## src/pkg/cpn_pkg.sv

```systemverilog
// Negotiation block constants and types
`default_nettype none
package cpn_pkg;
  localparam int unsigned CLK_HZ = 20_000_000;
  localparam int unsigned CYC_PER_MS = CLK_HZ / 1000;
  localparam int unsigned CYC_PER_US = CLK_HZ / 1_000_000;

  // Times as specified, in their own units
  localparam int unsigned T_PD_WAIT_MS = 7500;
  localparam int unsigned T_HRST_OFF_MS = 850;
  localparam int unsigned T_DEGLITCH_MS = 40;
  localparam int unsigned T_DISCH_MS = 200;
  localparam int unsigned T_VCONN_MS = 60;
  localparam int unsigned T_SWLOSS_MS = 40;
  localparam int unsigned T_CBL_WAIT_MS = 30;
  localparam int unsigned T_CAPS_MS = 150;
  localparam int unsigned T_OPTO_BIT_US = 100;

  localparam int unsigned PD_WAIT_CYC = T_PD_WAIT_MS * CYC_PER_MS;
  localparam int unsigned HRST_CYC = T_HRST_OFF_MS * CYC_PER_MS;
  localparam int unsigned DEGL_CYC = T_DEGLITCH_MS * CYC_PER_MS;
  localparam int unsigned DISCH_CYC = T_DISCH_MS * CYC_PER_MS;
  localparam int unsigned VCONN_CYC = T_VCONN_MS * CYC_PER_MS;
  localparam int unsigned SWLOSS_CYC = T_SWLOSS_MS * CYC_PER_MS;
  localparam int unsigned CBL_WAIT_CYC = T_CBL_WAIT_MS * CYC_PER_MS;
  localparam int unsigned CAPS_CYC = T_CAPS_MS * CYC_PER_MS;
  localparam int unsigned OPTO_BIT_CYC = T_OPTO_BIT_US * CYC_PER_US;

  // Voltage in 20 mV units, current in 50 mA units
  localparam logic [11:0] V5_CODE = 12'h0FA;
  localparam logic [11:0] V9_CODE = 12'h1C2;
  localparam logic [11:0] V12_CODE = 12'h258;
  localparam logic [6:0] CUR_3A = 7'h3C;
  localparam logic [6:0] CUR_MAX_DEF = 7'h64;
  localparam logic [6:0] CUR_DEF = 7'h3C;
  localparam int unsigned NUM_PDO_DEF = 7;
  localparam int unsigned OPTO_BITS = 20;

  // Line classes {high, low} comparator
  typedef enum logic [1:0] {
    LINE_0V0 = 2'h0,
    LINE_0V6 = 2'h1,
    LINE_3V3 = 2'h3
  } cpn_line_t;

  typedef enum logic [2:0] {
    RX_REQUEST  = 3'h1,
    RX_HARD_RST = 3'h2,
    RX_PPS_STAT = 3'h3,
    RX_STATUS   = 3'h4,
    RX_CABLE_ID = 3'h5
  } cpn_rx_kind_t;

  typedef enum logic [2:0] {
    TX_SRC_CAPS = 3'h1,
    TX_ACCEPT   = 3'h2,
    TX_REJECT   = 3'h3,
    TX_PS_RDY   = 3'h4,
    TX_DISC_ID  = 3'h5,
    TX_PPS_STAT = 3'h6,
    TX_STATUS   = 3'h7
  } cpn_tx_kind_t;

  typedef struct packed {
    logic         valid;
    cpn_rx_kind_t kind;
    logic         rev3;
    logic [2:0]   obj;
    logic [11:0]  volt;
    logic [6:0]   curr;
  } cpn_rx_t;

  typedef struct packed {
    logic         valid;
    cpn_tx_kind_t kind;
    logic         rev3;
    logic         to_cable;
    logic [2:0]   num_pdo;
    logic         cap_3a;
    logic [27:0]  payload;
  } cpn_tx_t;

  typedef struct packed {
    logic        valid;
    logic [11:0] vbus;
    logic [7:0]  ibus;
    logic [7:0]  temp;
  } cpn_meas_t;

  typedef struct packed {
    logic pd_mode;
    logic legacy_mode;
    logic caps_on;
    logic cap_3a;
    logic rev3;
  } cpn_stat_t;
endpackage
`default_nettype wire

```

## src/core/cpn_core.sv

```systemverilog
// Charger protocol negotiation core
`default_nettype none
// Notes on behaviour
// - Attach closes switch, 5V, send capabilities
// - Detect charging port, then legacy protocol
// - Legacy mode early; capabilities keep going
// - PD timeout stops capabilities, mode stays
// - Explicit contract: leave legacy, stay PD
// - Hard reset: switch off, reclose, redetect
// - Use revision 3.0, fall back 2.0
// - Advertise up to seven supply objects
// - Valid request sent as opto pulses
// - Tell sink when output reaches target
// - Programmable supply: 20mV, 50mA steps
// - Store measurements, answer status requests
// - Switching loss opens switch, drops source
// - Switching loss timeout is 40 ms
// - Cable enabled: power spare CC at 5V
// - After 60ms, ask cable identity
// - Cable off; no reply caps at 3A
// - Cable read after plug-in, hard reset
// - Legacy entry needs 40ms stable change
// - Classify lines 0V, 0.6V, 3.3V
// - Line pairs select 12V/9V/continuous/5V
// - Fast discharge start/stop, 200ms limit
// - Slow discharge until 200ms timer ends
// - Detach restores switch, setpoint and mode defaults
module cpn_core #(
  parameter int unsigned PD_WAIT_CYC  = cpn_pkg::PD_WAIT_CYC,
  parameter int unsigned HRST_CYC     = cpn_pkg::HRST_CYC,
  parameter int unsigned DEGL_CYC     = cpn_pkg::DEGL_CYC,
  parameter int unsigned DISCH_CYC    = cpn_pkg::DISCH_CYC,
  parameter int unsigned VCONN_CYC    = cpn_pkg::VCONN_CYC,
  parameter int unsigned SWLOSS_CYC   = cpn_pkg::SWLOSS_CYC,
  parameter int unsigned CBL_WAIT_CYC = cpn_pkg::CBL_WAIT_CYC,
  parameter int unsigned CAPS_CYC     = cpn_pkg::CAPS_CYC,
  parameter int unsigned OPTO_BIT_CYC = cpn_pkg::OPTO_BIT_CYC,
  parameter int unsigned NUM_PDO      = cpn_pkg::NUM_PDO_DEF,
  parameter logic [6:0]  CUR_MAX      = cpn_pkg::CUR_MAX_DEF
) (
  input  wire logic               sys_clk_i,
  input  wire logic               rst_b_i,
  input  wire logic               attach_i,
  input  wire logic               rd_on_cc2_i,
  input  wire logic               vbus_at_5v_i,
  input  wire logic               vbus_at_target_i,
  input  wire logic               disch_thresh_i,
  input  wire logic               cable_read_en_i,
  input  wire logic               switching_detect_input_i,
  input  wire logic [1:0]         dp_level_i,
  input  wire logic [1:0]         dm_level_i,
  input  wire cpn_pkg::cpn_rx_t   pd_rx_i,
  input  wire cpn_pkg::cpn_meas_t meas_i,
  output var  cpn_pkg::cpn_tx_t   pd_tx_o,
  output var  cpn_pkg::cpn_stat_t stat_o,
  output logic                    bus_switch_o,
  output logic [1:0]              cc_source_o,
  output logic [1:0]              vconn_o,
  output logic                    opto_drive_output_o,
  output logic                    disch_fast_o,
  output logic                    disch_slow_o,
  output logic [11:0]             volt_set_o,
  output logic [6:0]              curr_set_o,
  output logic                    cont_mode_o
);
  typedef enum logic [6:0] {
    ST_IDLE  = 7'h01,
    ST_PWRUP = 7'h02,
    ST_CABLE = 7'h04,
    ST_NEG   = 7'h08,
    ST_PD    = 7'h10,
    ST_HRST  = 7'h20,
    ST_LOCK  = 7'h40
  } cpn_state_t;

  logic rst_meta, rst_n;
  always_ff @(posedge sys_clk_i or negedge rst_b_i) begin
    if (!rst_b_i) begin
      rst_meta <= 1'b0;
      rst_n <= 1'b0;
    end else begin
      rst_meta <= 1'b1;
      rst_n <= rst_meta;
    end
  end

  cpn_state_t state, next_state;
  logic [27:0] tmr, pdw;
  logic [21:0] caps_cnt;
  logic [19:0] swl_cnt, degl_cnt;
  logic [22:0] dis_cnt;
  logic [11:0] opto_cnt;
  logic [4:0]  opto_bits;
  logic [19:0] opto_sh;
  logic [3:0]  combo_last, combo_acc;
  logic        sw_prev, caps_on, rev3, cap_3a, bc_done, legacy, cbl_sent;
  logic        ps_rdy_pend, dis_on, dis_fast;
  logic [11:0] volt;
  logic [6:0]  curr;
  logic        cont;
  logic [27:0] meas_st;

  // Message decode
  wire rx_req   = pd_rx_i.valid && pd_rx_i.kind == cpn_pkg::RX_REQUEST;
  wire rx_hrst  = pd_rx_i.valid && pd_rx_i.kind == cpn_pkg::RX_HARD_RST;
  wire rx_pps   = pd_rx_i.valid && pd_rx_i.kind == cpn_pkg::RX_PPS_STAT;
  wire rx_stat  = pd_rx_i.valid && pd_rx_i.kind == cpn_pkg::RX_STATUS;
  wire rx_cable = pd_rx_i.valid && pd_rx_i.kind == cpn_pkg::RX_CABLE_ID && state == ST_CABLE && cbl_sent;
  wire in_neg   = state == ST_NEG;
  wire in_pd    = state == ST_PD;
  wire live     = in_neg || in_pd;

  wire [6:0] cur_lim = cap_3a ? cpn_pkg::CUR_3A : CUR_MAX;
  wire req_ok = pd_rx_i.obj != 3'h0 && 32'(pd_rx_i.obj) <= NUM_PDO && pd_rx_i.curr <= cur_lim;
  wire req_take = rx_req && live && req_ok;

  // Timers
  wire vconn_done = tmr == 28'(VCONN_CYC - 1);
  wire cbl_tmo    = tmr == 28'(VCONN_CYC + CBL_WAIT_CYC - 1);
  wire hrst_done  = tmr == 28'(HRST_CYC - 1);
  wire pd_tmo     = caps_on && pdw == 28'(PD_WAIT_CYC - 1);
  wire caps_due   = caps_on && in_neg && caps_cnt == 22'h000000;
  wire sw_edge    = switching_detect_input_i != sw_prev;
  wire sw_lost    = live && swl_cnt == 20'(SWLOSS_CYC - 1);

  wire [1:0] dp_cls = dp_level_i[1] ? cpn_pkg::LINE_3V3 : (dp_level_i[0] ? cpn_pkg::LINE_0V6 : cpn_pkg::LINE_0V0);
  wire [1:0] dm_cls = dm_level_i[1] ? cpn_pkg::LINE_3V3 : (dm_level_i[0] ? cpn_pkg::LINE_0V6 : cpn_pkg::LINE_0V0);
  wire [3:0] combo  = {dp_cls, dm_cls};
  wire combo_ev = combo == combo_last && combo != combo_acc && degl_cnt == 20'(DEGL_CYC - 1);

  wire is_12 = combo == {cpn_pkg::LINE_0V6, cpn_pkg::LINE_0V6};
  wire is_9  = combo == {cpn_pkg::LINE_3V3, cpn_pkg::LINE_0V6};
  wire is_ct = combo == {cpn_pkg::LINE_0V6, cpn_pkg::LINE_3V3};
  wire is_5  = combo == {cpn_pkg::LINE_0V6, cpn_pkg::LINE_0V0};
  wire dp_drop = combo[3:2] == cpn_pkg::LINE_0V0;
  wire [11:0] leg_v = is_12 ? cpn_pkg::V12_CODE : (is_9 ? cpn_pkg::V9_CODE : cpn_pkg::V5_CODE);
  // port detection first, then legacy handshake
  wire bc_ev    = combo_ev && in_neg && !bc_done && dp_cls == cpn_pkg::LINE_0V6;
  wire leg_ev   = combo_ev && in_neg && bc_done && !legacy && is_5;
  wire leg_req  = combo_ev && in_neg && legacy && (is_12 || is_9 || is_5);
  wire leg_cont = combo_ev && in_neg && legacy && is_ct;
  wire drop_ev  = combo_ev && in_neg && legacy && dp_drop && volt > cpn_pkg::V5_CODE;

  // New setpoint from either protocol
  wire        set_chg  = req_take || (leg_req && leg_v != volt) || drop_ev;
  wire [11:0] set_v    = req_take ? pd_rx_i.volt : (drop_ev ? cpn_pkg::V5_CODE : leg_v);
  wire [6:0]  set_c    = req_take ? pd_rx_i.curr : cpn_pkg::CUR_DEF;
  wire        lower    = set_chg && set_v < volt;
  wire        opto_busy = opto_bits != 5'h00;

  always_comb begin
    next_state = state;
    case (state)
      ST_IDLE:  if (attach_i) next_state = ST_PWRUP;
      // wait for the 5V output before talking
      ST_PWRUP: if (vbus_at_5v_i) next_state = cable_read_en_i ? ST_CABLE : ST_NEG;
      // leave cable read on reply or timeout
      ST_CABLE: if (rx_cable || cbl_tmo) next_state = ST_NEG;
      ST_NEG:   if (req_take) next_state = ST_PD;
      ST_PD:    next_state = ST_PD;
      ST_HRST:  if (hrst_done) next_state = ST_PWRUP;
      ST_LOCK:  next_state = ST_LOCK;
      default:  next_state = ST_IDLE;
    endcase
    // hard reset restarts detection and cable read
    if (live && rx_hrst) next_state = ST_HRST;
    if (sw_lost) next_state = ST_LOCK;
    if (!attach_i) next_state = ST_IDLE;
  end

  wire enter_neg = next_state == ST_NEG && state != ST_NEG;
  wire tmr_clr   = next_state != state;

  always_ff @(posedge sys_clk_i or negedge rst_n) begin
    if (!rst_n) begin
      state <= ST_IDLE;
      tmr <= 28'h0000000;
    end else begin
      state <= next_state;
      tmr <= tmr_clr ? 28'h0000000 : tmr + 28'h0000001;
    end
  end

  always_ff @(posedge sys_clk_i or negedge rst_n) begin
    if (!rst_n) begin
      caps_on <= 1'b0;
      pdw <= 28'h0000000;
      caps_cnt <= 22'h000000;
    end else if (enter_neg || !in_neg || pd_tmo) begin
      caps_on <= enter_neg;
      pdw <= 28'h0000000;
      caps_cnt <= 22'h000000;
    end else if (caps_on) begin
      pdw <= pdw + 28'h0000001;
      caps_cnt <= caps_cnt == 22'(CAPS_CYC - 1) ? 22'h000000 : caps_cnt + 22'h000001;
    end
  end

  // Line deglitch and legacy detection flags
  always_ff @(posedge sys_clk_i or negedge rst_n) begin
    if (!rst_n) begin
      combo_last <= 4'h0;
      combo_acc <= 4'h0;
      degl_cnt <= 20'h00000;
    end else begin
      combo_last <= combo;
      degl_cnt <= (combo != combo_last || combo_ev) ? 20'h00000 :
                  (degl_cnt == 20'(DEGL_CYC - 1) ? degl_cnt : degl_cnt + 20'h00001);
      if (combo_ev) combo_acc <= combo;
    end
  end

  always_ff @(posedge sys_clk_i or negedge rst_n) begin
    if (!rst_n) begin
      bc_done <= 1'b0;
      legacy <= 1'b0;
      cont <= 1'b0;
    end else if (enter_neg || !in_neg) begin
      bc_done <= 1'b0;
      legacy <= 1'b0;
      cont <= 1'b0;
    end else begin
      if (bc_ev) bc_done <= 1'b1;
      if (leg_ev) legacy <= 1'b1;
      if (req_take) legacy <= 1'b0;
      if (leg_cont) cont <= 1'b1;
      else if (leg_req) cont <= 1'b0;
    end
  end

  // 20 mV and 50 mA units
  always_ff @(posedge sys_clk_i or negedge rst_n) begin
    if (!rst_n) begin
      volt <= cpn_pkg::V5_CODE;
      curr <= cpn_pkg::CUR_DEF;
    end else if (!live) begin
      volt <= cpn_pkg::V5_CODE;
      curr <= cpn_pkg::CUR_DEF;
    end else if (set_chg) begin
      volt <= set_v;
      curr <= set_c;
    end
  end

  // follow the sink revision; cable cap
  always_ff @(posedge sys_clk_i or negedge rst_n) begin
    if (!rst_n) begin
      rev3 <= 1'b1;
      cap_3a <= 1'b1;
      cbl_sent <= 1'b0;
    end else if (state == ST_IDLE || state == ST_HRST) begin
      rev3 <= 1'b1;
      cap_3a <= 1'b1;
      cbl_sent <= 1'b0;
    end else begin
      if (pd_rx_i.valid && state != ST_CABLE) rev3 <= pd_rx_i.rev3;
      if (state == ST_CABLE && vconn_done) cbl_sent <= 1'b1;
      if (rx_cable) cap_3a <= pd_rx_i.curr <= cpn_pkg::CUR_3A;
    end
  end

  always_ff @(posedge sys_clk_i or negedge rst_n) begin
    if (!rst_n) meas_st <= 28'h0000000;
    else if (meas_i.valid) meas_st <= {meas_i.vbus, meas_i.ibus, meas_i.temp};
  end

  always_ff @(posedge sys_clk_i or negedge rst_n) begin
    if (!rst_n) begin
      sw_prev <= 1'b0;
      swl_cnt <= 20'h00000;
    end else begin
      sw_prev <= switching_detect_input_i;
      swl_cnt <= (sw_edge || !live) ? 20'h00000 : (sw_lost ? swl_cnt : swl_cnt + 20'h00001);
    end
  end

  // setpoint shifted out as a start bit, voltage, current
  always_ff @(posedge sys_clk_i or negedge rst_n) begin
    if (!rst_n) begin
      opto_sh <= 20'h00000;
      opto_bits <= 5'h00;
      opto_cnt <= 12'h000;
    end else if (set_chg) begin
      opto_sh <= {1'b1, set_v, set_c};
      opto_bits <= 5'(cpn_pkg::OPTO_BITS);
      opto_cnt <= 12'h000;
    end else if (opto_busy) begin
      if (opto_cnt == 12'(OPTO_BIT_CYC - 1)) begin
        opto_cnt <= 12'h000;
        opto_sh <= {opto_sh[18:0], 1'b0};
        opto_bits <= opto_bits - 5'h01;
      end else begin
        opto_cnt <= opto_cnt + 12'h001;
      end
    end
  end

  // discharge window shared by fast and slow paths
  wire dis_end = dis_on && dis_cnt == 23'(DISCH_CYC - 1);
  always_ff @(posedge sys_clk_i or negedge rst_n) begin
    if (!rst_n) begin
      dis_on <= 1'b0;
      dis_fast <= 1'b0;
      dis_cnt <= 23'h000000;
    end else if (lower) begin
      dis_on <= 1'b1;
      dis_fast <= 1'b1;
      // Deglitch time already counts toward the window
      dis_cnt <= drop_ev ? 23'(DEGL_CYC) : 23'h000000;
    end else if (dis_on) begin
      dis_cnt <= dis_cnt + 23'h000001;
      if (dis_end) dis_on <= 1'b0;
      if (dis_end || disch_thresh_i) dis_fast <= 1'b0;
    end
  end

  // ready once opto done and output arrived
  wire ps_rdy_go = ps_rdy_pend && !opto_busy && !set_chg && vbus_at_target_i;
  always_ff @(posedge sys_clk_i or negedge rst_n) begin
    if (!rst_n) ps_rdy_pend <= 1'b0;
    else if (!live) ps_rdy_pend <= 1'b0;
    else if (req_take) ps_rdy_pend <= 1'b1;
    else if (ps_rdy_go) ps_rdy_pend <= 1'b0;
  end

  // Transmit selection, one message a cycle
  wire send_disc = state == ST_CABLE && vconn_done;
  wire send_resp = rx_req && live;
  wire send_stat = (rx_pps || rx_stat) && live;
  wire tx_any    = send_disc || send_resp || send_stat || ps_rdy_go || caps_due;
  cpn_pkg::cpn_tx_kind_t tx_kind;
  assign tx_kind = send_disc ? cpn_pkg::TX_DISC_ID :
                   send_resp ? (req_ok ? cpn_pkg::TX_ACCEPT : cpn_pkg::TX_REJECT) :
                   send_stat ? (rx_pps ? cpn_pkg::TX_PPS_STAT : cpn_pkg::TX_STATUS) :
                   ps_rdy_go ? cpn_pkg::TX_PS_RDY : cpn_pkg::TX_SRC_CAPS;

  // Output drive decoded from the next state
  wire sw_closed = next_state == ST_PWRUP || next_state == ST_CABLE || next_state == ST_NEG || next_state == ST_PD;
  wire [1:0] rd_pin = rd_on_cc2_i ? 2'h2 : 2'h1;
  wire vconn_on = next_state == ST_CABLE && !(state == ST_CABLE && (rx_cable || cbl_tmo));

  always_ff @(posedge sys_clk_i or negedge rst_n) begin
    if (!rst_n) begin
      pd_tx_o <= '0;
      stat_o <= '0;
      bus_switch_o <= 1'b0;
      cc_source_o <= 2'h0;
      vconn_o <= 2'h0;
    end else begin
      pd_tx_o.valid <= tx_any;
      pd_tx_o.kind <= tx_kind;
      pd_tx_o.rev3 <= rev3;
      pd_tx_o.to_cable <= send_disc;
      pd_tx_o.num_pdo <= 3'(NUM_PDO);
      pd_tx_o.cap_3a <= cap_3a;
      pd_tx_o.payload <= send_stat ? meas_st : {volt, 9'h000, curr};
      stat_o <= '{pd_mode: next_state == ST_PD, legacy_mode: legacy, caps_on: caps_on,
                  cap_3a: cap_3a, rev3: rev3};
      // switch and CC source follow the state
      bus_switch_o <= sw_closed;
      cc_source_o <= sw_closed ? rd_pin : 2'h0;
      // power the spare CC pin during cable read
      vconn_o <= vconn_on ? ~rd_pin : 2'h0;
    end
  end

  always_ff @(posedge sys_clk_i or negedge rst_n) begin
    if (!rst_n) begin
      opto_drive_output_o <= 1'b0;
      disch_fast_o <= 1'b0;
      disch_slow_o <= 1'b0;
      volt_set_o <= cpn_pkg::V5_CODE;
      curr_set_o <= cpn_pkg::CUR_DEF;
      cont_mode_o <= 1'b0;
    end else begin
      opto_drive_output_o <= opto_busy && opto_sh[19];
      disch_fast_o <= dis_fast;
      disch_slow_o <= dis_on && !dis_fast;
      volt_set_o <= volt;
      curr_set_o <= curr;
      cont_mode_o <= cont;
    end
  end
endmodule
`default_nettype wire

```

## config.mk

```make
export PLATFORM = sky130hd
export DESIGN_NAME = cpn_core
export DESIGN_NICKNAME = d
export VERILOG_FILES = /design/src/pkg/cpn_pkg.sv /design/src/core/cpn_core.sv
export SDC_FILE = /design/constraint.sdc
export NUM_CORES = 1
export LEC_CHECK = 0
export BUFFER_PORTS_ARGS = -buffer_cell sky130_fd_sc_hd__buf_2
export CAP_MARGIN = 25
export CORE_ASPECT_RATIO = 1.5
export CORE_MARGIN = 8
export CORE_UTILIZATION = 50
export CTS_BUF_LIST = sky130_fd_sc_hd__clkbuf_8
export CTS_CLUSTER_SIZE = 16
export DETAILED_ROUTE_END_ITERATION = 6
export PLACE_DENSITY = 0.69
export SETUP_SLACK_MARGIN = 0.1
export SLEW_MARGIN = 40
export SYNTH_ARGS = -nofsm -noshare
export SYNTH_HDL_FRONTEND = slang
export SYNTH_SLANG_ARGS = --single-unit
export TNS_END_PERCENT = 20
```

## constraint.sdc

```tcl
create_clock -name sys_clk_i -period 12.4 [get_ports sys_clk_i]
set_input_delay 2.48 -clock sys_clk_i [delete_from_list [all_inputs] [get_ports sys_clk_i]]
set_output_delay 2.48 -clock sys_clk_i [all_outputs]
set_load 0.005 [all_outputs]
```

==> impl_metrics.csv <==
group,metric,value,unit
drt,drt_iter0_drc,744,
clocking,cts-root-buf,"clkbuf_8",
timing,fin_crit,6077,ps
floorplan,core_region_area,30740,µm²
clocking,clkLatencyLatePin,590,ps
timing,setup_viol,0,
global_routing,gr-total-overflow,0,
timing,grt_setup_unrepaired,"no",
clocking,post_cts_resized,0,
drt,drtPass1Iterations,5,
power,power.leakage,7.694,nW
logic_synthesis,netlist_area,15470,µm²
clocking,cts_inserted_buffers,49,
worst_setup_path,critical_path_class,"in2reg",
clocking,path_clk_slew,60,ps
drt,wl,37.74,mm
floorplan,die_h,231.4,µm
global_routing,grt_max_degree,106,
floorplan,die_x,159.6,µm
worst_setup_path,cp_num_buf_inv,1,
timing,period_share,0.4901,
drt,vias,12130,
drt,postRouteAntennaNets,0,
logic_synthesis,yosysSeqAreaShare,0.5196,
logic_synthesis,ys_warn_count,0,
timing,max_freq,164.6,MHz
clocking,cts_sinks,320,
worst_setup_path,cp.required,12840,ps
worst_setup_path,critPathCaptureType,"flop",
placement,dp_hpwl,27.04,mm
worst_setup_path,start_kind,"primary input",
timing,clock_skew,12.93,ps
power,sw_frac_of_total,0.2450,
logic_synthesis,synthXorXnorAreaFrac,0.05946,
logic_synthesis,async_flop_share,1.000,
global_routing,antenna_found_initial,4,
logic_synthesis,synth.top_cell.area_share,0.4805,
cells_and_area,fin_util,0.5735,
cells_and_area,multi_input_area,6930,µm²
logic_synthesis,synth_flop_cell,"dfrtp_1",
timing,tightest_slew,829.1,ps
power,p_comb_frac,0.073,
drt,drc,0,
clocking,cts_hold_buffers,0,
logic_synthesis,synthAdderAreaFrac,0.01861,
worst_setup_path,crit_fanout,17,
power,switching_power,0.0005397,W
logic_synthesis,ys_seq_elements,320,
clocking,cts_buffer_depth,3,
logic_synthesis,syn_area_per_cell,9.845,µm²
min_path,hp-class,"reg2async",
worst_setup_path,crit_slowest_cell,"and2_1",
worst_setup_path,max_stage_delay,600,ps
logic_synthesis,ys_types,75,
logic_synthesis,synth-compound-area-share,0.1052,
floorplan,row_count,79,
power,p_per_area,124.9,nW/µm²
logic_synthesis,synth.area.mux_share,0.02848,
logic_synthesis,synth_top_family_by_area,"simple AND/OR/NAND/NOR gates",
cells_and_area,seqCellArea,8041,µm²
logic_synthesis,yosysTopAreaCell,"dfrtp_1",
cells_and_area,drive_gt1_frac,0.1872,
timing,timing.final.ws_setup,6323,ps
global_routing,grt_pass1_wl,62.00,mm
floorplan,die-area,36930,µm²
logic_synthesis,synth_edf_count,0,
placement,port_buffers,139,
power,p_seq_frac,0.502,
placement,dp_slack,5652,ps
drt,vias_per_cell,5.624,
worst_setup_path,path_common_cell,"nor2_1",
global_routing,track_usage,0.2028,
logic_synthesis,synth.area.top_cells,"dfrtp_1, nor2_1, dfstp_2, xor2_1, nand2_1",
timing,setup_tns,0,ps
timing,max-slew-margin-rel,0.4397,
floorplan,ios,140,
placement,place_congestion,0.8890,
logic_synthesis,postSynthCellCount,1571,
clocking,cts_tree,"done",
floorplan,start_util,0.5031,
run_status,status,"finished, final reports clean",
logic_synthesis,yosys.area_share.simple,0.2339,
power,intPower,0.001663,W
cells_and_area,nets,1802,
power,clkPwrFrac,0.426,
worst_setup_path,arrival,6510,ps
global_routing,grt_pass1_vias,12240,
timing,hold_violations,0,
timing,drv_slew,0,
job,cap_viol_max_count,0,
worst_setup_path,cp_cell_sequence,"buf_2 -> ha_1 -> a21o_1 -> a31oi_1 -> mux2_2 -> nand3_1 -> nor2_1 -> nor2_1 -> ha_1 -> a2111oi_0 -> o21ai_0 -> a211oi_1 -> and2_1 -> nor2_1",
cells_and_area,area_delta_synth_final,13.99,%
worst_setup_path,path_delay_family,"compound AO/OA/AOI/OAI gates",
power,vdd_drop_max,0.00008558,V
clocking,post_cts_buffers,0,
cells_and_area,fillCellCount,2715,
drt,wl_per_cell,17.50,µm
clocking,cts_max_level,2,
==> power groups by stage <==
stage	Combinational, W	Clock [W]	Sequential (W)
2_1_floorplan	0.000117	0	0.00113
3_3_place_gp	0.000153	0	0.00112
3_5_place_dp	0.000158	0	0.00113
4_1_cts	0.000158	0.000966	0.00111
5_1_grt	0.000179	0.00101	0.00111
6_report	0.000160	0.000938	0.00110
==> worst register-to-register path, stage by stage, from the launching register on <==
cell and delay [ps]:
dfrtp_1 520, nor3_2 380, and3_1 740, and2_1 300, nand3_1 390, nor2_1 220, nor2_1 60, ha_1 290
a2111oi_0 490, o21ai_0 340, a211oi_1 400, and2_1 600, nor2_1 120
==> worst paths after layout <==
check                           startpoint          end  slack, ps  depth (start not counted)
worst max-delay path            pd_rx_i[4]   dis_cnt[3]       6320                         14
worst min-delay path                 rst_n  degl_cnt[9]        200                          0
worst max register to register    state[6]   dis_cnt[3]       7420                         12
worst min register to register       rst_n  degl_cnt[9]        200                          0
max in group asynchronous          rst_b_i        rst_n      10620                          1
min in group sys_clk_i            rst_meta        rst_n        350                          0
==> Yosys cell counts, drive strengths merged, types with 7 or more instances <==
| cell | count |
|---|---|
| a21oi | 44 |
| nand3 | 78 |
| dfstp | 23 |
| and3 | 37 |
| o31ai | 16 |
| and2 | 23 |
| nand4 | 47 |
| clkbuf | 40 |
| and4 | 10 |
| or3 | 24 |
| buf | 23 |
| xor2 | 65 |
| nand2 | 144 |
| nand2b | 10 |
| xnor2 | 40 |
| inv | 59 |
| ha | 23 |
| mux2i | 8 |
| dfrtp | 297 |
| nor4b | 8 |
| nor3 | 43 |
| or2 | 13 |
| a31oi | 13 |
| mux2 | 32 |
| o211ai | 19 |
| a211oi | 16 |
| nor2b | 7 |
| nor2 | 214 |
| nor4 | 16 |
| o21ai | 90 |
==> kinds of logic after synthesis <==
group,count (synthesis)
AND/OR/NAND/NOR,710
adder cells (fa/ha/maj),23
AO/OA/AOI/OAI,250
other,1
buffers and inverters,122
multiplexers,40
XOR/XNOR,105
flip-flops,320
==> registers in the layout, summed over array words and instances (netlist names), 20 cells and up <==
name,count
caps_cnt,22
degl_cnt,20
dis_cnt,23
meas_st,28
opto_sh,20
pd_tx_o,34
pdw,28
swl_cnt,20
tmr,28
==> through the flow <==
stage	instances	power [W]	instance area, µm²	hold WS, ps
after floorplan	1572	0.001243	15470	331.2
after global placement	2061	0.001277	16440	337.2
after detailed placement	2062	0.001283	16490	339.5
after CTS	2150	0.002231	17560	354.7
after global routing	2154	0.002297	17620	226.5
final	2156	0.002202	17630	202.2
==> routing by layer <==
| metal | vias up | part of all wire | GRT usage |
|---|---|---|---|
| li1 | 5807 | - | - |
| met1 | 5934 | 0.41 | 0.2437 |
| met2 | 308 | 0.50 | 0.3528 |
| met3 | 75 | 0.063 | 0.04582 |
| met4 | 2 | 0.022 | 0.07037 |
| met5 | - | 0.00024 | 0 |
==> layout make-up <==
class	count	area share
Tap cell	405	0.02874
Antenna cell	4	0.0005678
Clock inverter	20	0.007736
Multi-Input combinational cell	1130	0.3931
Inverter	59	0.01256
Sequential cell	320	0.4561
Timing Repair Buffer	150	0.04805
Clock buffer	68	0.05309
==> cell usage in the layout, fill, tap and decap left out, types with 6 or more instances in the layout <==
| cell type | n |
|---|---|
| a211oi_1 | 14 |
| a21oi_1 | 42 |
| a31oi_1 | 13 |
| and2_1 | 22 |
| and3_1 | 36 |
| and4_1 | 10 |
| buf_2 | 139 |
| buf_4 | 6 |
| clkbuf_8 | 68 |
| dfrtp_1 | 295 |
| dfstp_2 | 23 |
| ha_1 | 23 |
| inv_1 | 72 |
| mux2_2 | 32 |
| mux2i_1 | 8 |
| nand2_1 | 144 |
| nand2b_1 | 10 |
| nand3_1 | 78 |
| nand4_1 | 47 |
| nor2_1 | 203 |
| nor2_4 | 9 |
| nor2b_1 | 7 |
| nor3_1 | 41 |
| nor3b_1 | 6 |
| nor4_1 | 15 |
| nor4b_1 | 7 |
| nor4bb_1 | 6 |
| o211ai_1 | 19 |
| o21ai_0 | 89 |
| o31ai_1 | 16 |
| or2_2 | 13 |
| or3_1 | 23 |
| or4_1 | 6 |
| xnor2_1 | 40 |
| xor2_1 | 65 |
(Power assumes the default switching activity.)
